### config.mk
export PLATFORM = sky130hd
export DESIGN_NAME = ssp_port
export DESIGN_NICKNAME = d
export VERILOG_FILES = /design/src/design/ssp_pkg.sv /design/src/design/ssp_baud_if.sv /design/src/design/ssp_baud_gen.sv /design/src/design/ssp_port.sv
export SDC_FILE = /design/constraint.sdc
export NUM_CORES = 1
export LEC_CHECK = 0
export BUFFER_PORTS_ARGS = -buffer_cell sky130_fd_sc_hd__buf_2
export CELL_PAD_IN_SITES_DETAIL_PLACEMENT = 0
export CELL_PAD_IN_SITES_GLOBAL_PLACEMENT = 1
export CORE_UTILIZATION = 45
export CTS_CLUSTER_DIAMETER = 120
export DETAILED_ROUTE_END_ITERATION = 10
export PLACE_DENSITY_LB_ADDON = 0.1
export SLEW_MARGIN = 20
export SYNTH_ARGS = -nofsm -noshare
export SYNTH_HDL_FRONTEND = slang
export SYNTH_SLANG_ARGS = --single-unit
export TNS_END_PERCENT = 50
### constraint.sdc
create_clock -name sys_clk_i -period 2 [get_ports sys_clk_i]
set_clock_uncertainty 0.05 [all_clocks]
set_input_delay 0.3 -clock sys_clk_i [delete_from_list [all_inputs] [get_ports sys_clk_i]]
set_output_delay 0.3 -clock sys_clk_i [all_outputs]
set_load 0.05 [all_outputs]
### src/design/ssp_pkg.sv
// Purpose : Shared constants, types and helpers for the synchronous serial port
// Assumes : Eight-bit register port, one core clock
// Notes   : Register indices are byte addresses on the plain register port
//
// Functional notes
// - Receive starts only when a receive enable set
// - Sample data on shift clock falling edge
// - Master single-word enable receives exactly one word
// - Continuous enable receives until software clears it
// - Continuous enable wins when both are set
// - Clock source bit selects master or slave
// - Slave shifts on the externally driven clock
// - Slave keeps shifting during low-power modes
// - First buffered word loads shifter at once
// - Buffer-empty flag sets when second word loads
// - Buffer-empty flag with enable wakes the core
// - Slave ignores single-word receive enable
// - Continuous-enabled slave receives while core sleeps
// - Finished word moves to receive buffer
// - Receive completion with enable wakes the core
// - Receive flag always; request only when enabled
// - Data in buffer; ninth bit, errors in status
// - Clearing continuous enable clears receive errors
// - Half-duplex; port enable turns pins into clock/data
// - Buffer-empty flag set on transfer, cleared by load
package ssp_pkg;

   typedef logic [2:0] ssp_addr_t;
   typedef logic [7:0] ssp_byte_t;

   // ----------------------------------------------------------------
   // Register map
   // ----------------------------------------------------------------
   localparam ssp_addr_t ADDR_RX_CTRL  = 3'h0;
   localparam ssp_addr_t ADDR_TX_BUF   = 3'h1;
   localparam ssp_addr_t ADDR_TX_CTRL  = 3'h2;
   localparam ssp_addr_t ADDR_BAUD     = 3'h3;
   localparam ssp_addr_t ADDR_IRQ_FLAG = 3'h4;
   localparam ssp_addr_t ADDR_IRQ_EN   = 3'h5;
   localparam ssp_addr_t ADDR_IRQ_PRIO = 3'h6;
   localparam ssp_addr_t ADDR_RX_BUF   = 3'h7;

   // ----------------------------------------------------------------
   // Field positions
   // ----------------------------------------------------------------
   localparam int RX_PORT_EN = 7;
   localparam int RX_NINE    = 6;
   localparam int RX_SINGLE  = 5;
   localparam int RX_CONT    = 4;
   localparam int RX_FRAME   = 2;
   localparam int RX_OVERRUN = 1;
   localparam int RX_NINTH   = 0;
   localparam int TX_CLK_SRC = 7;
   localparam int TX_NINE    = 6;
   localparam int TX_ENABLE  = 5;
   localparam int TX_SYNC    = 4;
   localparam int TX_BRGH    = 2;
   localparam int TX_EMPTY   = 1;
   localparam int TX_NINTH   = 0;
   localparam int IRQ_RX     = 5;
   localparam int IRQ_TX     = 4;

   // ----------------------------------------------------------------
   // Reset values and word lengths
   // ----------------------------------------------------------------
   localparam ssp_byte_t  RST_BYTE   = 8'h00;
   localparam logic [3:0] BITS_EIGHT = 4'h8;
   localparam logic [3:0] BITS_NINE  = 4'h9;
   localparam logic [3:0] CNT_ZERO   = 4'h0;
   localparam logic [3:0] CNT_ONE    = 4'h1;

   // Link activity selection
   typedef enum logic [1:0]
   {
      SSP_IDLE = 2'b00,
      SSP_TX   = 2'b01,
      SSP_RX   = 2'b10
   } ssp_mode_t;

   // Bits per word for the selected width
   function automatic logic [3:0] ssp_word_bits(input logic nine);
      return nine ? BITS_NINE : BITS_EIGHT;
   endfunction

endpackage

### src/design/ssp_baud_if.sv
// Purpose : Carries the run request, divisor and tick between port and divider
// Assumes : Both ends on sys_clk_i
// Notes   : Tick is a one-cycle enable pulse
`timescale 1ns/1ns
`default_nettype none
interface ssp_baud_if;
   logic                run;
   ssp_pkg::ssp_byte_t  divisor;
   logic                tick;

   modport ctl (output run, output divisor, input tick);
   modport gen (input run, input divisor, output tick);
endinterface
`default_nettype wire

### src/design/ssp_baud_gen.sv
// Purpose : Divider making the half-period tick of the master shift clock
// Assumes : Divisor stable while running
// Notes   : Tick every divisor+1 cycles; count restarts whenever run drops
`timescale 1ns/1ns
`default_nettype none
module ssp_baud_gen
(
   input  wire logic  sys_clk_i,
   input  wire logic  nrst_i,
   ssp_baud_if.gen    bif
);
   import ssp_pkg::*;

   ssp_byte_t count;

   // ----------------------------------------------------------------
   // Divider
   // ----------------------------------------------------------------
   always_ff @(posedge sys_clk_i)
   begin
      if (!nrst_i || !bif.run)
      begin
         count    <= RST_BYTE;
         bif.tick <= 1'b0;
      end
      else if (count == bif.divisor)
      begin
         count    <= RST_BYTE;
         bif.tick <= 1'b1;
      end
      else
      begin
         count    <= count + 8'h01;
         bif.tick <= 1'b0;
      end
   end
endmodule
`default_nettype wire

### src/design/ssp_port.sv
// Purpose : Synchronous half-duplex serial port, master and slave
// Assumes : Pins arrive asynchronous and are synchronised here
// Notes   : Output enables are active low; clock idles low
//
// The strobed register port and the register addresses were decided locally.
`timescale 1ns/1ns
`default_nettype none
module ssp_port
(
   input  wire logic               sys_clk_i,
   input  wire logic               nrst_i,
   input  wire ssp_pkg::ssp_addr_t reg_addr_i,
   input  wire ssp_pkg::ssp_byte_t reg_wdata_i,
   input  wire logic               reg_we_i,
   input  wire logic               reg_re_i,
   output var  ssp_pkg::ssp_byte_t reg_rdata_o,
   input  wire logic               low_power_i,
   input  wire logic               shift_clock_pin_i,
   output var  logic               shift_clock_pin_o,
   output var  logic               shift_clock_pin_oe_n_o,
   input  wire logic               serial_data_pin_i,
   output var  logic               serial_data_pin_o,
   output var  logic               serial_data_pin_oe_n_o,
   output var  logic               rx_irq_o,
   output var  logic               tx_irq_o,
   output var  logic               wake_o
);
   import ssp_pkg::*;

   // ----------------------------------------------------------------
   // Declarations
   // ----------------------------------------------------------------
   logic       serial_port_enable;
   logic       nine_bit_rx_select;
   logic       single_word_rx_enable;
   logic       continuous_rx_enable;
   logic       overrun_error;
   logic       rx_ninth_bit;
   logic       clock_source_select;
   logic       nine_bit_tx_select;
   logic       transmitter_enable;
   logic       sync_mode;
   logic       brgh;
   logic       tx_ninth_bit;
   ssp_byte_t  baud_rate_divisor;
   logic       rx_irq_enable;
   logic       tx_irq_enable;
   logic       rx_irq_prio;
   logic       tx_irq_prio;
   ssp_byte_t  receive_buffer;
   logic       rx_complete_flag;
   ssp_byte_t  transmit_buffer;
   logic       tx_buf_full;
   logic [8:0] transmit_shifter;
   logic [3:0] tx_count;
   logic       tx_busy;
   logic [8:0] receive_shifter;
   logic [3:0] rx_count;
   logic       sclk_meta;
   logic       sclk_sync;
   logic       sclk_prev;
   logic       data_meta;
   logic       data_sync;
   logic       data_prev;
   logic       link_on;
   logic       rx_request;
   ssp_mode_t  mode;
   logic       shift_fall;
   logic       gen_fall;
   logic       pin_fall;
   logic       tx_done;
   logic       tx_load;
   logic       rx_done;
   logic       rx_buf_read;
   logic       tx_buffer_empty_flag;
   logic [8:0] rx_word;

   ssp_baud_if bif ();

   ssp_baud_gen u_baud
   (
      .sys_clk_i (sys_clk_i),
      .nrst_i    (nrst_i),
      .bif       (bif)
   );

   // ----------------------------------------------------------------
   // Pin synchronisers
   // ----------------------------------------------------------------
   // Two flops per pin, then one more for edges and data alignment
   always_ff @(posedge sys_clk_i)
   begin
      if (!nrst_i)
      begin
         sclk_meta <= 1'b0;
         sclk_sync <= 1'b0;
         sclk_prev <= 1'b0;
         data_meta <= 1'b0;
         data_sync <= 1'b0;
         data_prev <= 1'b0;
      end
      else
      begin
         sclk_meta <= shift_clock_pin_i;
         sclk_sync <= sclk_meta;
         sclk_prev <= sclk_sync;
         data_meta <= serial_data_pin_i;
         data_sync <= data_meta;
         data_prev <= data_sync;
      end
   end

   // ----------------------------------------------------------------
   // Mode selection and shift events
   // ----------------------------------------------------------------
   // Port active only with port enable and synchronous mode
   assign link_on = serial_port_enable & sync_mode;

   // slave listens to continuous enable only
   assign rx_request = clock_source_select ?
                       (continuous_rx_enable | single_word_rx_enable) :
                       continuous_rx_enable;

   // Receive and transmit never share the link
   always_comb
   begin
      mode = SSP_IDLE;
      if (link_on && rx_request)
      begin
         mode = SSP_RX;
      end
      else if (link_on && transmitter_enable)
      begin
         mode = SSP_TX;
      end
   end

   // clock source picks internal or external edges
   assign gen_fall = bif.tick & shift_clock_pin_o;
   // slave edges come from the external clock pin
   assign pin_fall = sclk_prev & ~sclk_sync;
   // every data step happens on a falling edge
   assign shift_fall = clock_source_select ? gen_fall : pin_fall;

   assign tx_done = (mode == SSP_TX) && tx_busy && shift_fall && (tx_count == CNT_ONE);
   // shifter takes the buffer as soon as it is free
   assign tx_load = (mode == SSP_TX) && tx_buf_full && (!tx_busy || tx_done);
   assign rx_done = (mode == SSP_RX) && shift_fall &&
                    (rx_count == ssp_word_bits(nine_bit_rx_select) - CNT_ONE);
   assign rx_buf_read = reg_re_i && (reg_addr_i == ADDR_RX_BUF);
   // flag is the inverse of buffer occupancy
   assign tx_buffer_empty_flag = ~tx_buf_full;
   // Slave edges are seen a flop late, so slave data is taken a flop later
   assign rx_word = {clock_source_select ? data_sync : data_prev, receive_shifter[8:1]};

   // ----------------------------------------------------------------
   // Master clock generation
   // ----------------------------------------------------------------
   // divider runs only while a word is being shifted
   assign bif.run = link_on & clock_source_select & ~low_power_i &
                    ((mode == SSP_TX && tx_busy) || mode == SSP_RX);
   assign bif.divisor = baud_rate_divisor;

   // Clock toggles on each tick, drops low when stopped
   always_ff @(posedge sys_clk_i)
   begin
      if (!nrst_i || !bif.run)
      begin
         shift_clock_pin_o <= 1'b0;
      end
      else if (bif.tick)
      begin
         shift_clock_pin_o <= ~shift_clock_pin_o;
      end
   end

   // Pin direction: master drives clock, transmitter drives data
   always_ff @(posedge sys_clk_i)
   begin
      if (!nrst_i)
      begin
         shift_clock_pin_oe_n_o <= 1'b1;
         serial_data_pin_oe_n_o <= 1'b1;
      end
      else
      begin
         // port enable turns pins into clock and data
         shift_clock_pin_oe_n_o <= ~(link_on & clock_source_select);
         serial_data_pin_oe_n_o <= ~(mode == SSP_TX);
      end
   end

   // ----------------------------------------------------------------
   // Transmit path
   // ----------------------------------------------------------------
   // Buffer fills on software write, empties into the shifter
   always_ff @(posedge sys_clk_i)
   begin
      if (!nrst_i)
      begin
         transmit_buffer <= RST_BYTE;
         tx_buf_full     <= 1'b0;
      end
      else if (reg_we_i && reg_addr_i == ADDR_TX_BUF)
      begin
         // only a data load clears the empty flag
         transmit_buffer <= reg_wdata_i;
         tx_buf_full     <= 1'b1;
      end
      else if (tx_load)
      begin
         // empty flag rises when the waiting word moves on
         tx_buf_full <= 1'b0;
      end
   end

   // Shifter: LSB first, next bit presented after each falling edge
   always_ff @(posedge sys_clk_i)
   begin
      if (!nrst_i)
      begin
         transmit_shifter  <= 9'h000;
         tx_count          <= CNT_ZERO;
         tx_busy           <= 1'b0;
         serial_data_pin_o <= 1'b0;
      end
      else if (tx_load)
      begin
         // ninth bit captured from control at load time
         transmit_shifter  <= {tx_ninth_bit, transmit_buffer};
         tx_count          <= ssp_word_bits(nine_bit_tx_select);
         tx_busy           <= 1'b1;
         serial_data_pin_o <= transmit_buffer[0];
      end
      else if (mode != SSP_TX || tx_done)
      begin
         tx_busy  <= 1'b0;
         tx_count <= CNT_ZERO;
      end
      else if (tx_busy && shift_fall)
      begin
         // slave shifts whatever the core power state
         transmit_shifter  <= {1'b0, transmit_shifter[8:1]};
         tx_count          <= tx_count - CNT_ONE;
         serial_data_pin_o <= transmit_shifter[1];
      end
   end

   // ----------------------------------------------------------------
   // Receive path
   // ----------------------------------------------------------------
   // Bit counter cleared whenever receive is off; shifter keeps its contents
   always_ff @(posedge sys_clk_i)
   begin
      if (!nrst_i)
      begin
         receive_shifter <= 9'h000;
         rx_count        <= CNT_ZERO;
      end
      else if (mode != SSP_RX || rx_done)
      begin
         rx_count <= CNT_ZERO;
      end
      else if (shift_fall)
      begin
         // data sampled at the falling edge
         receive_shifter <= rx_word;
         rx_count        <= rx_count + CNT_ONE;
      end
   end

   // Completed word into buffer, flag set, overrun if unread
   always_ff @(posedge sys_clk_i)
   begin
      if (!nrst_i)
      begin
         receive_buffer   <= RST_BYTE;
         rx_ninth_bit     <= 1'b0;
         rx_complete_flag <= 1'b0;
      end
      else if (rx_done && !(rx_complete_flag && !rx_buf_read))
      begin
         // finished word moves into the buffer
         // slave completes words during sleep or idle
         receive_buffer   <= nine_bit_rx_select ? rx_word[7:0] : rx_word[8:1];
         // ninth bit lands in the status register
         rx_ninth_bit     <= nine_bit_rx_select & rx_word[8];
         // flag set on every completed word
         rx_complete_flag <= 1'b1;
      end
      else if (rx_buf_read)
      begin
         rx_complete_flag <= 1'b0;
      end
   end

   // Overrun: word finished while the previous one is unread
   always_ff @(posedge sys_clk_i)
   begin
      if (!nrst_i)
      begin
         overrun_error <= 1'b0;
      end
      else if (rx_done && rx_complete_flag && !rx_buf_read)
      begin
         overrun_error <= 1'b1;
      end
      else if (reg_we_i && reg_addr_i == ADDR_RX_CTRL && !reg_wdata_i[RX_CONT])
      begin
         // dropping continuous enable clears the error
         overrun_error <= 1'b0;
      end
   end

   // ----------------------------------------------------------------
   // Control registers
   // ----------------------------------------------------------------
   // Receive control; single-word enable self-clears in master mode
   always_ff @(posedge sys_clk_i)
   begin
      if (!nrst_i)
      begin
         serial_port_enable    <= 1'b0;
         nine_bit_rx_select    <= 1'b0;
         single_word_rx_enable <= 1'b0;
         continuous_rx_enable  <= 1'b0;
      end
      else if (reg_we_i && reg_addr_i == ADDR_RX_CTRL)
      begin
         serial_port_enable    <= reg_wdata_i[RX_PORT_EN];
         nine_bit_rx_select    <= reg_wdata_i[RX_NINE];
         single_word_rx_enable <= reg_wdata_i[RX_SINGLE];
         // continuous enable stays until software clears it
         continuous_rx_enable  <= reg_wdata_i[RX_CONT];
      end
      // one word then stop, continuous keeps going
      else if (rx_done && clock_source_select && !continuous_rx_enable)
      begin
         single_word_rx_enable <= 1'b0;
      end
   end

   // Transmit control, divisor, enables and priorities
   always_ff @(posedge sys_clk_i)
   begin
      if (!nrst_i)
      begin
         clock_source_select <= 1'b0;
         nine_bit_tx_select  <= 1'b0;
         transmitter_enable  <= 1'b0;
         sync_mode           <= 1'b0;
         brgh                <= 1'b0;
         tx_ninth_bit        <= 1'b0;
         baud_rate_divisor   <= RST_BYTE;
         rx_irq_enable       <= 1'b0;
         tx_irq_enable       <= 1'b0;
         rx_irq_prio         <= 1'b0;
         tx_irq_prio         <= 1'b0;
      end
      else if (reg_we_i)
      begin
         unique case (reg_addr_i)
            ADDR_TX_CTRL:
            begin
               clock_source_select <= reg_wdata_i[TX_CLK_SRC];
               nine_bit_tx_select  <= reg_wdata_i[TX_NINE];
               transmitter_enable  <= reg_wdata_i[TX_ENABLE];
               sync_mode           <= reg_wdata_i[TX_SYNC];
               brgh                <= reg_wdata_i[TX_BRGH];
               tx_ninth_bit        <= reg_wdata_i[TX_NINTH];
            end
            ADDR_BAUD: baud_rate_divisor <= reg_wdata_i;
            ADDR_IRQ_EN:
            begin
               rx_irq_enable <= reg_wdata_i[IRQ_RX];
               tx_irq_enable <= reg_wdata_i[IRQ_TX];
            end
            ADDR_IRQ_PRIO:
            begin
               rx_irq_prio <= reg_wdata_i[IRQ_RX];
               tx_irq_prio <= reg_wdata_i[IRQ_TX];
            end
            default:
            begin
            end
         endcase
      end
   end

   // ----------------------------------------------------------------
   // Register read and request outputs
   // ----------------------------------------------------------------
   // Read data one cycle after the strobe, reserved bits zero
   always_ff @(posedge sys_clk_i)
   begin
      if (!nrst_i)
      begin
         reg_rdata_o <= RST_BYTE;
      end
      else if (reg_re_i)
      begin
         reg_rdata_o <= RST_BYTE;
         unique case (reg_addr_i)
            ADDR_RX_CTRL:
            begin
               // status carries ninth bit and overrun error
               reg_rdata_o[RX_PORT_EN] <= serial_port_enable;
               reg_rdata_o[RX_NINE]    <= nine_bit_rx_select;
               reg_rdata_o[RX_SINGLE]  <= single_word_rx_enable;
               reg_rdata_o[RX_CONT]    <= continuous_rx_enable;
               reg_rdata_o[RX_OVERRUN] <= overrun_error;
               reg_rdata_o[RX_NINTH]   <= rx_ninth_bit;
            end
            ADDR_TX_BUF: reg_rdata_o <= transmit_buffer;
            ADDR_TX_CTRL:
            begin
               reg_rdata_o[TX_CLK_SRC] <= clock_source_select;
               reg_rdata_o[TX_NINE]    <= nine_bit_tx_select;
               reg_rdata_o[TX_ENABLE]  <= transmitter_enable;
               reg_rdata_o[TX_SYNC]    <= sync_mode;
               reg_rdata_o[TX_BRGH]    <= brgh;
               reg_rdata_o[TX_EMPTY]   <= ~tx_busy;
               reg_rdata_o[TX_NINTH]   <= tx_ninth_bit;
            end
            ADDR_BAUD: reg_rdata_o <= baud_rate_divisor;
            ADDR_IRQ_FLAG:
            begin
               reg_rdata_o[IRQ_RX] <= rx_complete_flag;
               reg_rdata_o[IRQ_TX] <= tx_buffer_empty_flag;
            end
            ADDR_IRQ_EN:
            begin
               reg_rdata_o[IRQ_RX] <= rx_irq_enable;
               reg_rdata_o[IRQ_TX] <= tx_irq_enable;
            end
            ADDR_IRQ_PRIO:
            begin
               reg_rdata_o[IRQ_RX] <= rx_irq_prio;
               reg_rdata_o[IRQ_TX] <= tx_irq_prio;
            end
            ADDR_RX_BUF: reg_rdata_o <= receive_buffer;
         endcase
      end
   end

   // Interrupt requests gated by enables; wake only in low power
   always_ff @(posedge sys_clk_i)
   begin
      if (!nrst_i)
      begin
         rx_irq_o <= 1'b0;
         tx_irq_o <= 1'b0;
         wake_o   <= 1'b0;
      end
      else
      begin
         // request only with the receive enable
         rx_irq_o <= rx_complete_flag & rx_irq_enable;
         tx_irq_o <= tx_buffer_empty_flag & tx_irq_enable;
         // empty flag wakes the core, so does receive
         wake_o   <= low_power_i & ((rx_complete_flag & rx_irq_enable) |
                                    (tx_buffer_empty_flag & tx_irq_enable));
      end
   end

endmodule
`default_nettype wire

After elaboration in Yosys (flattened, before gate mapping):

Cells that the tools add are included.

* flip-flop bits (word level): 99
* input bits: 18
* output and inout bits: 15

* $add $sub $neg: 4
* eq/ne operators: 15
* mux-type cells: 33
* bitwise operators: 21
* reductions and logical operators: 48

Operator list (count)
* $mux W9: 3
* $logic_and A1 B1 Y1: 20
* $mux W1: 20
* $pmux W2 S5: 2
* $pmux W2 S8: 1
* $eq A3 B3 Y1 const B: 4
* $mux W4: 3
* $reduce_and A2 Y1: 6
* $reduce_bool A2 Y1: 6
* $and A1 B1 Y1: 10
* $not A1 Y1: 9
* $add A8 B1 Y8 const B: 1
* $eq A8 B8 Y1: 1
* $mux W8: 1
* $sub A4 B1 Y4 const B: 2
* $logic_not A1 Y1: 7
* $eq A3 B2 Y1 const B: 2
* $logic_or A1 B1 Y1: 5
* $add A4 B1 Y4 const B: 1
* $eq A4 B1 Y1 const B: 1
* $eq A4 B4 Y1: 1
* $ne A2 B2 Y1 const B: 2
* $pmux W1 S4: 1
* $reduce_or A2 Y1: 2
* 9 further kinds: 10

Depth between registers and ports, before layout:

Gate-level depths: netlist (run 1).

* depth after elaboration: 12
* gate-level depth with buffers: 8

By module:

From an unflattened synthesis (run 1), not the netlist that was laid out.

* cell total of the unflattened synthesis: 473
* area total of the unflattened synthesis: 4444.3 sq um

Modules (own cells, without submodules)
* ssp_port: times used 1, cells each 426, area each 3958.8 sq um, sequential area each 1761.7 sq um
* ssp_baud_gen: times used 1, cells each 47, area each 485.5 sq um, sequential area each 180.2 sq um

Worst setup path after synthesis (run 1):

Ideal clock, no wire load.

* path kind: register to register
* from: reg shift_clock_pin_o
* to: reg transmit_shifter[8]
* library setup time: 115 ps
* arrival time: 1668 ps
* data required time: 1835 ps
* slack: 168 ps
* stages on the path, launching flop included: 6
* path buffers: 0
* period minus slack after synthesis: 1832 ps
* cell sequence: dfxtp_1 -> nand4_1 -> a21oi_1 -> nand2_4 -> and3_1 -> o21a_1

* word-level cells in the longest chain between the ends: 8
* elaborated cells between the ends (all ways): 12

RTL lines
* from (decl): RTL line ssp_port.sv:19 `output var logic shift_clock_pin_o,`
* from (signal assigned): RTL line ssp_port.sv:173 `shift_clock_pin_o <= ~shift_clock_pin_o;`
* $and A1 B1 Y1 (*): RTL line ssp_port.sv:139 `assign gen_fall = bif.tick & shift_clock_pin_o;`
* $mux W1 (*): RTL line ssp_port.sv:143 `assign shift_fall = clock_source_select ? gen_fall : pin_fall;`
* $logic_and A1 B1 Y1 (2 in a row): RTL line ssp_port.sv:145 `assign tx_done = (mode == SSP_TX) && tx_busy && shift_fall && (tx_count == CNT_ONE);`
* $logic_or A1 B1 Y1: RTL line ssp_port.sv:147 `assign tx_load = (mode == SSP_TX) && tx_buf_full && (!tx_busy || tx_done);`
* $logic_and A1 B1 Y1: RTL line ssp_port.sv:147
* $ne A2 B2 Y1 (no source line) or $reduce_bool A2 Y1 (tied branches)
* $reduce_and A2 Y1 (no source line)
* to (signal assigned): RTL line ssp_port.sv:230 `transmit_shifter <= {tx_ninth_bit, transmit_buffer};`
* to (signal assigned): RTL line ssp_port.sv:243 `transmit_shifter <= {1'b0, transmit_shifter[8:1]};`
* to (decl): RTL line ssp_port.sv:54 `logic [8:0] transmit_shifter;`

Every way passes the cells marked *; elsewhere a longest branch is shown, timed or not.
A chain may end at the register's enable or synchronous reset.

Final worst setup path (run 1):

* from: reg tx_count[1]
* to: reg transmit_shifter[5]

* word-level cells in the longest chain between the ends: 6
* elaborated cells between the ends (all ways): 9

RTL lines
* from (decl): RTL line ssp_port.sv:55 `logic [3:0] tx_count;`
* from (signal assigned): RTL line ssp_port.sv:231 `tx_count <= ssp_word_bits(nine_bit_tx_select);`
* from (signal assigned): RTL line ssp_port.sv:244 `tx_count <= tx_count - CNT_ONE;`
* $eq A4 B1 Y1 (*): RTL line ssp_port.sv:145
* $logic_and A1 B1 Y1 (*): RTL line ssp_port.sv:145
* $logic_or A1 B1 Y1: RTL line ssp_port.sv:147
* $logic_and A1 B1 Y1: RTL line ssp_port.sv:147
* $ne A2 B2 Y1 (no source line) or $reduce_bool A2 Y1 (tied branches)
* $reduce_and A2 Y1 (no source line)

Marks and branches as above.

==> summary.md, run 1 <==
| Metric | Value |
|---|---|
| # fillers | `921` |
| First-pass GRT wire length | `15.9 mm` |
| Critical path type | `register to register` |
| Largest net degree at the start of global routing | `56` |
| Synth Area per Inst | `9.23 um^2` |
| Final period utilization | `95.2%` |
| Placeable Area | `0.00968 mm^2` |
| Number of global-route vias before repair | `3033` |
| Initial core utilization | `46.1%` |
| Total I/O pin count | `33` |
| Die Ht | `102 um` |
| Vias per cell | `5.14` |
| Startpoint class of the critical path | `register` |
| Setup violators final | `0` |
| Drt pass-1 iters | `4` |
| Fraction of registers with async set/reset | `0%` |
| Cells along the critical path | `inv_1, ha_1, or3b_2, a21oi_2, o211ai_2, buf_4, o21ai_0, a21oi_1` |
| GRT overflow | `0` |
| Routed wl met3 | `262 um` |
| Status | `completed` |
| Max Freq | `0.525 GHz` |
| Worst Setup End Kind | `register` |
| Hold WC Path Type | `primary input to register` |
| CTS tree | `done` |
| Leak | `2.12 nW` |
| Initial DRC Count | `167` |
| Share of cells above drive strength 1 | `16.5%` |
| Sequential share of the synthesized area | `43.5%` |
| Hold WS | `81.7 ps` |
| Root buffer selected by CTS | `clkbuf_8` |
| Post-synth EDFFs | `0` |
| Tot GR Track Use | `20.6%` |
| Clock Latency Late Sink | `370 ps` |
| Max Slew Vio Count | `0` |
| Max incr delay on CP | `490 ps` |
| Antenna-violating nets left | `0` |
| Area grow syn2layout | `12.9%` |
| CP bufs+invs | `2` |
| Hold buffers post-CTS | `0` |
| Max IR drop VDD | `0.328 mV` |
| Port Buffer Count | `32` |
| MaxCap Viol Count | `0` |
| Worst path top cell family by delay | `compound AO/OA/AOI/OAI gates` |
| Synth Warn # | `0` |
| Placer congestion estimate | `0.860` |
| Avg WL per Cell | `15.4 um` |
| Antenna violations before repair | `0` |
| ANT cells | `0` |
| Post-route cell area | `0.00505 mm^2` |
| Die area | `0.0103 mm^2` |
| Slowest cell on crit path | `or3b_2` |
| Worst Tran Pin Value | `483 ps` |
| Final nets | `541` |
| CP arrival | `2120 ps` |
| Post-DP HPWL | `7.41 mm` |
| Clk slew on worst S/H paths | `90 ps` |
| Ys flop type | `dfxtp_1` |
| Critical path peak fanout | `10` |
| Wire length on met1 | `5.11 mm` |
| Req. time, crit path | `2210 ps` |
| Yosys reg bits | `97` |
| Mapped Cells | `484` |
| Post-CTS Repair Setup Buffers | `0` |
| DRC | `0` |
| # clock sinks | `97` |
| Die Width | `102 um` |
| Pwr dens | `730 mW/mm^2` |
| Final core occ | `52.1%` |
| Synth cell types | `63` |
| Max Used Layer | `met4` |
| Syn Std Cell Area | `0.00447 mm^2` |
| Vias | `3365` |
| Post-synth net total | `506` |
| Final hold violation count | `0` |
| Total power | `0.00368 W` |
| Detailed Route WL | `10.1 mm` |
| CTS Buf Count | `9` |
| Bufs on Longest Clock Path | `2` |
| Wire length on met2 | `4.42 mm` |
| Row cnt | `36` |
| Slew HR | `67.7%` |
| Period minus WS final | `1900 ps` |
| Placed Area | `0.00481 mm^2` |
| H-tree depth | `3` |
## timing repair
item	in CTS	in global routing
endpoints found under the setup margin	0	6
endpoints found under the hold margin	0	0
gates resized for setup	0	4
## power breakdown
part | total [W] | internal, W | leakage, nW | switching [W]
registers | 0.00197 | 0.00195 | 0.784 | 0.0000178
clock network | 0.00149 | 0.000819 | 0.111 | 0.000672
logic | 0.000222 | 0.0000869 | 1.22 | 0.000136
## synthesized netlist by cell type (2+ instances only)
library cell	number	share of area [%]
o21ai_1	3	0.34
mux2i_1	42	9.4
nand2_4	2	0.50
buf_2	8	0.90
o211a_1	8	1.8
nand4_1	4	0.56
o2bb2ai_1	3	0.59
nand2_1	56	4.7
o311ai_0	2	0.39
xnor2_1	4	0.78
nand3_1	19	2.1
nor2b_1	24	3.4
inv_1	15	1.3
o21a_1	2	0.34
dfxtp_1	97	43
buf_6	3	0.76
o22ai_1	7	0.98
nor2_1	25	2.1
o21ai_0	14	1.6
clkbuf_1	14	1.2
and3_1	8	1.1
mux2_2	5	1.3
and2_1	11	1.5
a21oi_1	21	2.4
ha_1	4	1.1
a22oi_1	6	1.0
a21boi_0	20	3.4
xor2_1	16	3.1
nand2b_1	6	0.84
nor4_1	2	0.28
## placed cells by master, fill, tap and decap left out, types with 3 or more instances in the layout
| cell | instances |
|---|---|
| a21boi_0 | 20 |
| a21oi_1 | 20 |
| a22oi_1 | 6 |
| and2_1 | 11 |
| and3_1 | 8 |
| buf_2 | 32 |
| buf_4 | 18 |
| bufinv_16 | 3 |
| clkbuf_8 | 9 |
| dfxtp_1 | 97 |
| ha_1 | 4 |
| inv_1 | 15 |
| mux2_2 | 5 |
| mux2i_1 | 42 |
| nand2_1 | 56 |
| nand2b_1 | 6 |
| nand3_1 | 19 |
| nand4_1 | 4 |
| nor2_1 | 25 |
| nor2b_1 | 24 |
| o211a_1 | 8 |
| o21ai_0 | 11 |
| o21ai_1 | 6 |
| o22ai_1 | 7 |
| o2bb2ai_1 | 3 |
| xnor2_1 | 4 |
| xor2_1 | 16 |
## metal layers
| layer | GRT usage (%) | up-vias |
|---|---|---|
| met5 | 0 | - |
| met4 | 10.9 | 0 |
| met3 | 2.69 | 16 |
| li1 | - | 1753 |
| met2 | 30.5 | 46 |
| met1 | 29.0 | 1550 |
## flip-flops by register name, indices dropped and copies added (netlist names), 4 cells and up
register	flops
baud_rate_divisor	8
receive_buffer	8
receive_shifter	8
reg_rdata_o	8
rx_count	4
transmit_buffer	8
transmit_shifter	9
tx_count	4
u_baud.count	8
## cell type report
type                            count  area (um^2)  share of cell area (%)
Clock inverter                      5          106                    2.11
Timing Repair Buffer               51          315                    6.25
Sequential cell                    97         1940                    38.5
Inverter                           15         56.3                    1.12
Tap cell                          133          166                    3.30
Multi-Input combinational cell    345         2340                    46.3
Clock buffer                        9          124                    2.45
## worst paths after layout
path	start	end	slack (ps)	cells past startpoint
worst max-delay path	tx_count[1]	transmit_shifter[5]	100	8
worst min-delay path	shift_clock_pin_i	sclk_meta	80	2
worst max register to register	tx_count[1]	transmit_shifter[5]	100	8
worst min register to register	data_meta	data_sync	390	1
## through the flow
| stage | instances | worst slack, ps | TNS (ps) |
|---|---|---|---|
| final | 655 | 96.9 | 0 |
| after global routing | 655 | -16.3 | -24.8 |
| after CTS | 655 | 59.6 | 0 |
| after detailed placement | 641 | 66.9 | 0 |
| after global placement | 641 | 144 | 0 |
| after floorplan | 484 | 168 | 0 |
## cell families after synthesis
kind of cell,synth area share [%]
multiplexers,11.2
buffers and inverters,4.34
adder cells (fa/ha/maj),1.12
flip-flops,43.5
AND/OR/NAND/NOR,20.8
AO/OA/AOI/OAI,15.2
XOR/XNOR,3.92
(Power assumes the default switching activity.)
==> run 2, diff against run 1 <==
--- a/config.mk
+++ b/config.mk
@@ -16,4 +16,5 @@
 export SYNTH_ARGS = -nofsm -noshare
 export SYNTH_HDL_FRONTEND = slang
+export SYNTH_HIERARCHICAL = 1
 export SYNTH_SLANG_ARGS = --single-unit
 export TNS_END_PERCENT = 50
==> constraint.sdc (replaced) <==
create_clock -name sys_clk_i -period 1.8 [get_ports sys_clk_i]
set_clock_uncertainty 0.05 [all_clocks]
set_input_delay 0.09 -clock sys_clk_i [delete_from_list [all_inputs] [get_ports sys_clk_i]]
set_output_delay 0.09 -clock sys_clk_i [all_outputs]
set_load 0.05 [all_outputs]
==> run 2 against run 1 <==
The run now ends with setup timing left. Worst setup slack worse by 100 ps. First-iteration DRC count shrank 25%. Critical path depth did not move. Register-to-register slack got worse by 100 ps. Critical endpoint is now transmit_shifter[8]. Highest routed layer unchanged. Sequential power is 11% higher. Maximum frequency increased by 5.6%. Via count is 6.7% higher. Core utilization rose by 5.3 points. Sequential share of layout area shrank 2.4 points. Synthesized cell count down 2.3%. Clock-buffer cell count up 2. Combinational power is 33% higher.
==> summary.md, run 2 <==
| Metric | Value |
|---|---|
| Max incr delay on CP | `370 ps` |
| Hold WS | `105 ps` |
| ANT cells | `0` |
| Hold WC Path Type | `primary input to register` |
| Placer congestion estimate | `0.772` |
| Post-synth top cells | `dfxtp_1 (97), nand2_1 (62), mux2i_1 (37), nor2b_1 (27)` |
| Post-synth net total | `495` |
| Pwr dens | `734 mW/mm^2` |
| Largest Register | `transmit_shifter` |
| RR Startpoint | `tx_count[1]` |
| RSZ-0062 raised after global routing | `yes` |
| Antenna violations before repair | `0` |
| GRT overflow | `0` |
| Hold endpoint | `shift_clock_pin_oe_n_o` |
| MaxCap Viol Count | `0` |
| Most frequent cells in the layout | `dfxtp_1 (90), nand2_1 (59), buf_4 (43), mux2i_1 (37), buf_2 (34)` |
| Final nets | `570` |
| Most area-consuming cells after synthesis | `dfxtp_1 (44%), mux2i_1 (8.3%), nand2_1 (5.2%)` |
| Min-delay src | `nrst_i` |
| CP arrival | `2030 ps` |
| Die area | `0.0103 mm^2` |
| Sequential share of the synthesized area | `43.7%` |
| Vias | `3591` |
| Count leader, synth | `dfxtp_1` |
| Worst Setup End Kind | `register` |
| Placeable Area | `0.00942 mm^2` |
| Mapped Cells | `473` |
| Setup violators final | `1` |
| Number of global-route vias before repair | `3439` |
| Fraction of registers with async set/reset | `0%` |
| Initial DRC Count | `125` |
| Die Ht | `101 um` |
| Detailed Route WL | `11.3 mm` |
| Most common cell after layout, fill and taps aside | `dfxtp_1` |
| Synth Warn # | `6` |
| Fin cells | `682` |
| Row cnt | `35` |
| Clk slew on worst S/H paths | `100 ps` |
| Slowest cell on crit path | `or3b_4` |
| RR Endpoint | `transmit_shifter[8]` |
| Clock Latency Late Sink | `370 ps` |
| Placed insts | `651` |
| Yosys reg bits | `97` |
| Setup WS pre-CTS | `-86.5 ps` |
| DRC | `0` |
| Slew HR | `62.7%` |
| Failing checks | `setup timing` |
| Startpoint class of the critical path | `register` |
| Max IR drop VDD | `0.597 mV` |
| Drt pass-1 iters | `4` |
| First-pass GRT wire length | `18.1 mm` |
| Tot GR Track Use | `23.5%` |
| CTS tree | `done` |
| Avg WL per Cell | `16.5 um` |
| Post-synth EDFFs | `0` |
| Cells along the critical path | `inv_2, ha_4, or3b_4, a21oi_2, o211ai_1, buf_4, and3_4, o21a_1` |
| Critical path peak fanout | `8` |
| WHS Path Cells | `2` |
| Max Slew Vio Count | `0` |
| Area grow syn2layout | `21.6%` |
| Yosys top cell by area | `dfxtp_1` |
| H-tree depth | `3` |
| Vias per cell | `5.27` |
| Max Freq | `0.555 GHz` |
| # fillers | `886` |
| Synth cell types | `48` |
| Largest net degree at the start of global routing | `24` |
| Final core occ | `57.4%` |
| Total I/O pin count | `33` |
| Worst R2R Path Depth | `8` |
| Antenna-violating nets left | `0` |
| Total power | `0.00397 W` |
| # clock sinks | `97` |
| Flop2flop setup slack | `-3 ps` |
| Ys flop type | `dfxtp_1` |
| Share of cells above drive strength 1 | `25.7%` |
| Final period utilization | `100%` |
| Syn Std Cell Area | `0.00444 mm^2` |
| Final hold violation count | `0` |
| Worst Tran Pin Value | `555 ps` |
| Period minus WS final | `1800 ps` |
| CTS Buf Count | `9` |
| Critical path type | `register to register` |
| Leak | `2.27 nW` |
| Post-DP HPWL | `8.02 mm` |
| Max FFs per register | `9` |
| Status | `finished with violations` |
| Bufs on Longest Clock Path | `2` |
| Synth top area share | `43.7%` |
| Root buffer selected by CTS | `clkbuf_8` |
| Synth Area per Inst | `9.40 um^2` |
| Min setup slack post-route | `-2.62 ps` |
| Port Buffer Count | `32` |
| Req. time, crit path | `2030 ps` |
| Die Width | `101 um` |
| Initial core utilization | `47.2%` |
run 2: cell types whose count changed in the layout (fill, tap and decap cells not counted), moves of 5 or more:
cell           previous run  this run
nor2_1                   25        17
mux2i_1                  42        37
dlygate4sd3_1             0        11
a21oi_1                  20        13
mux2_2                    5        11
dfxtp_2                   0         7
dfxtp_1                  97        90
nand2b_1                  6         1
buf_4                    18        43
run 2: repair_timing:
item                                    4_1_cts  5_1_grt
cloned                                        2        1
hold buffers                                 11        0
hold endpoints to repair                     23        0
setup buffers                                 0        1
resized for setup                            14       18
endpoints found under the setup margin       20       31
pin swaps                                     3        6
run 2: logic make-up (layout without fill, tap and decap cells):
kind of cell	count (synthesis)	count (layout)	synth area share, %
flip-flops	97	97	43.7
AND/OR/NAND/NOR	170	171	20.2
AO/OA/AOI/OAI	93	93	14.1
adder cells (fa/ha/maj)	4	4	1.13
buffers and inverters	39	118	3.89
multiplexers	53	53	13.7
XOR/XNOR	17	17	3.35
run 2: worst max path at each step:
stage	slack (ps)	depth (start not counted)	start	endpoint
2_1_floorplan	-130	6	clock_source_select	receive_shifter[8]
4_1_cts	-6	8	tx_count[1]	transmit_shifter[8]
3_3_place_gp	-50	8	tx_count[1]	transmit_shifter[8]
5_1_grt	-100	8	tx_count[1]	transmit_shifter[8]
6_report	-3	8	tx_count[1]	transmit_shifter[8]
3_5_place_dp	-90	8	tx_count[1]	transmit_shifter[8]
run 2: final cells by class:
class	count	area, um^2	area share (%)
clock buffers	11	141	2.62
clock inverters	5	62.6	1.16
inverters	12	45.0	0.834
multi-input cells	338	2420	44.7
flip-flops and latches	97	1950	36.1
well taps	129	161	2.99
repair buffers	90	626	11.6
run 2: per-stage QoR:
stage / instance area (um^2) / setup TNS, ps
after CTS: 5350 / -6.34
final: 5400 / -2.62
after global routing: 5400 / -662
after floorplan: 4450 / -1070
after global placement: 4970 / -128
after detailed placement: 4970 / -691
run 2: where the power goes:
part / switching, W / total, W / internal (W)
logic: 0.000167 / 0.000296 / 0.000130
registers: 0.0000199 / 0.00219 / 0.00217
clock network: 0.000787 / 0.00148 / 0.000691
run 2: per-layer routing:
layer / global-route usage (%) / up-vias / share of wire, % / routed length (um)
met5: 0 / - / 0 / 0
met1: 33.1 / 1691 / 50 / 5650
met4: 7.69 / 0 / 2.0 / 220
met2: 35.9 / 68 / 44 / 4980
li1: - / 1816 / - / -
met3: 4.97 / 16 / 3.8 / 426
run 2: worst max-delay path, delay by kind of cell, from the launching register on:
kind / cells / cell delay [ps]
AOI/OAI and AO/OA: 3 / 400
adders and majority gates: 1 / 120
buffers and inverters: 2 / 270
DFF: 1 / 340
and+or+nand+nor: 2 / 520
==> run 3, diff against run 2 <==
- ABC_AREA: default -> 1
- CORE_UTILIZATION: 45 -> 44
==> run 3 against run 2 <==
The run now ends clean. Worst setup slack gained 180 ps. Maximum frequency grew 11%. Non-clock buffer count shrank 36. Critical path depth is the same. Largest cell class unchanged.
==> summary.md, run 3 <==
| Metric | Value |
|---|---|
| CP arrival | `1870 ps` |
| # fillers | `1045` |
| Fraction of registers with async set/reset | `0%` |
| Max FFs per register | `9` |
| Mapped Cells | `608` |
| Synth Warn # | `6` |
| Share of cells above drive strength 1 | `17.5%` |
| CTS tree | `done` |
| DRC | `0` |
| Placed Area | `0.00477 mm^2` |
| Row cnt | `36` |
| Ys flop type | `dfxtp_1` |
| Hold WS | `13.6 ps` |
| Total power | `0.00383 W` |
| Vias | `4005` |
| Synth Area per Inst | `7.33 um^2` |
| RSZ-0062 raised after global routing | `no` |
| Final nets | `673` |
| Synth cell types | `37` |
| Slew HR | `66.7%` |
| Post-route cell area | `0.00505 mm^2` |
| Sequential share of the synthesized area | `43.5%` |
| Final setup TNS | `0 ps` |
| Antenna violations before repair | `0` |
| Total I/O pin count | `33` |
| MaxCap Viol Count | `0` |
| Worst Tran Pin Value | `500 ps` |
| Post-synth top cells | `nand2_1 (124), dfxtp_1 (97), a21oi_1 (66), inv_1 (63), nand3_1 (46)` |
| Post-DP HPWL | `8.20 mm` |
| H-tree depth | `3` |
| GRT overflow | `0` |
| Placeable Area | `0.00982 mm^2` |
| Most frequent cells in the layout | `nand2_1 (124), dfxtp_1 (96), a21oi_1 (66), inv_1 (63), nand3_1 (46)` |
| Max IR drop VDD | `0.353 mV` |
| Number of global-route vias before repair | `3701` |
| Largest net degree at the start of global routing | `51` |
| Synth top area share | `43.5%` |
| Bufs on Longest Clock Path | `2` |
| Syn Std Cell Area | `0.00446 mm^2` |
| Req. time, crit path | `2050 ps` |
| Root buffer selected by CTS | `clkbuf_8` |
| Die area | `0.0105 mm^2` |
| Initial DRC Count | `153` |
| Vias per cell | `5.08` |
| Final hold violation count | `0` |
| Placer congestion estimate | `0.841` |
| Die Ht | `103 um` |
| Max Slew Vio Count | `0` |
| Leak | `1.96 nW` |
| Die Width | `103 um` |
| Setup violators final | `0` |
| Avg WL per Cell | `14.3 um` |
| Final period utilization | `89.9%` |
| Tot GR Track Use | `23.2%` |
| CTS Buf Count | `9` |
| Detailed Route WL | `11.3 mm` |
| Min setup slack post-route | `181 ps` |
| Most area-consuming cells after synthesis | `dfxtp_1 (44%), nand2_1 (10%), a21oi_1 (7.4%)` |
| Status | `completed` |
| Antenna-violating nets left | `0` |
| First-pass GRT wire length | `18.5 mm` |
| Hold WC Path Type | `primary input to register` |
| Clk slew on worst S/H paths | `100 ps` |
| Most common cell after layout, fill and taps aside | `nand2_1` |
| Max Freq | `0.618 GHz` |
| Clock Latency Late Sink | `370 ps` |
| ANT cells | `0` |
| Count leader, synth | `nand2_1` |
| Initial core utilization | `45.4%` |
| # clock sinks | `97` |
| Post-synth net total | `630` |
| Pwr dens | `758 mW/mm^2` |
| Largest Register | `transmit_shifter` |
| Period minus WS final | `1620 ps` |
| Critical path peak fanout | `12` |
| Setup WS pre-CTS | `154 ps` |
| Critical path type | `register to register` |
| Worst Setup End Kind | `register` |
| Port Buffer Count | `32` |
| Post-synth EDFFs | `0` |
| Yosys top cell by area | `dfxtp_1` |
| Drt pass-1 iters | `5` |
| Area grow syn2layout | `13.2%` |
| Startpoint class of the critical path | `register` |
| Yosys reg bits | `97` |
[run 3: cell families (layout without fill, tap and decap cells)]
family	after synthesis	in the layout	share of synthesized area [%]
AO/OA/AOI/OAI	139	139	16.7
buffers and inverters	101	149	9.20
adder cells (fa/ha/maj)	4	4	1.12
AND/OR/NAND/NOR	257	257	27.4
XOR/XNOR	10	10	1.96
flip-flops	97	97	43.5
[run 3: stage by stage]
stage	utilization [%]	cells
finish	51.4	789
global route	51.4	789
CTS	51.3	789
detailed placement	48.6	764
global placement	48.6	764
floorplan	-	608
[run 3: area by class of cell]
type	count	area (um^2)	area share, %
sequential	97	1940	38.5
inverter	79	297	5.88
tap	133	166	3.30
multi-input combinational	410	2110	41.8
timing repair buffer	54	348	6.89
clock buffer	10	138	2.73
clock inverter	6	43.8	0.868
[run 3: timing repair]
item                                   CTS  global route
gates resized for setup                  0             2
setup buffers                            0             0
setup endpoints to repair                0            22
hold buffers                             9             0
endpoints found under the hold margin   15             0
[run 3: report_power, final]
group / total (W) / internal, W / leakage, nW / switching [W]
Sequential: 0.00220 / 0.00218 / 0.785 / 0.0000203
Clock: 0.00135 / 0.000540 / 0.0805 / 0.000812
Combinational: 0.000278 / 0.0000868 / 1.10 / 0.000191
[run 3: worst paths after layout]
path	start	slack [ps]	cells after the start	to
setup / recovery	rx_count[0]	180	8	receive_buffer[7]
hold / removal	reg_wdata_i[5]	10	3	baud_rate_divisor[5]
setup reg to reg	rx_count[0]	180	8	receive_buffer[7]
hold reg to reg	data_meta	370	2	data_sync
[run 3: metal layers]
metal	wire length, um	part of all wire, %	GRT usage (%)	vias to the layer above
met1	5570	49	31.0	1840
met3	335	3.0	2.92	16
met5	0	0	0	-
met4	246	2.2	10.7	0
met2	5120	45	37.4	75
li1	-	-	-	2074
[run 3: critical path: stages (launching register included)]
cell     delay, ps
dfxtp_1        400
nand2_1         60
nor2_1         160
nand3_1         90
nand2_1        150
nand3_2        240
inv_2          180
o21ai_1         70
a21oi_1        150
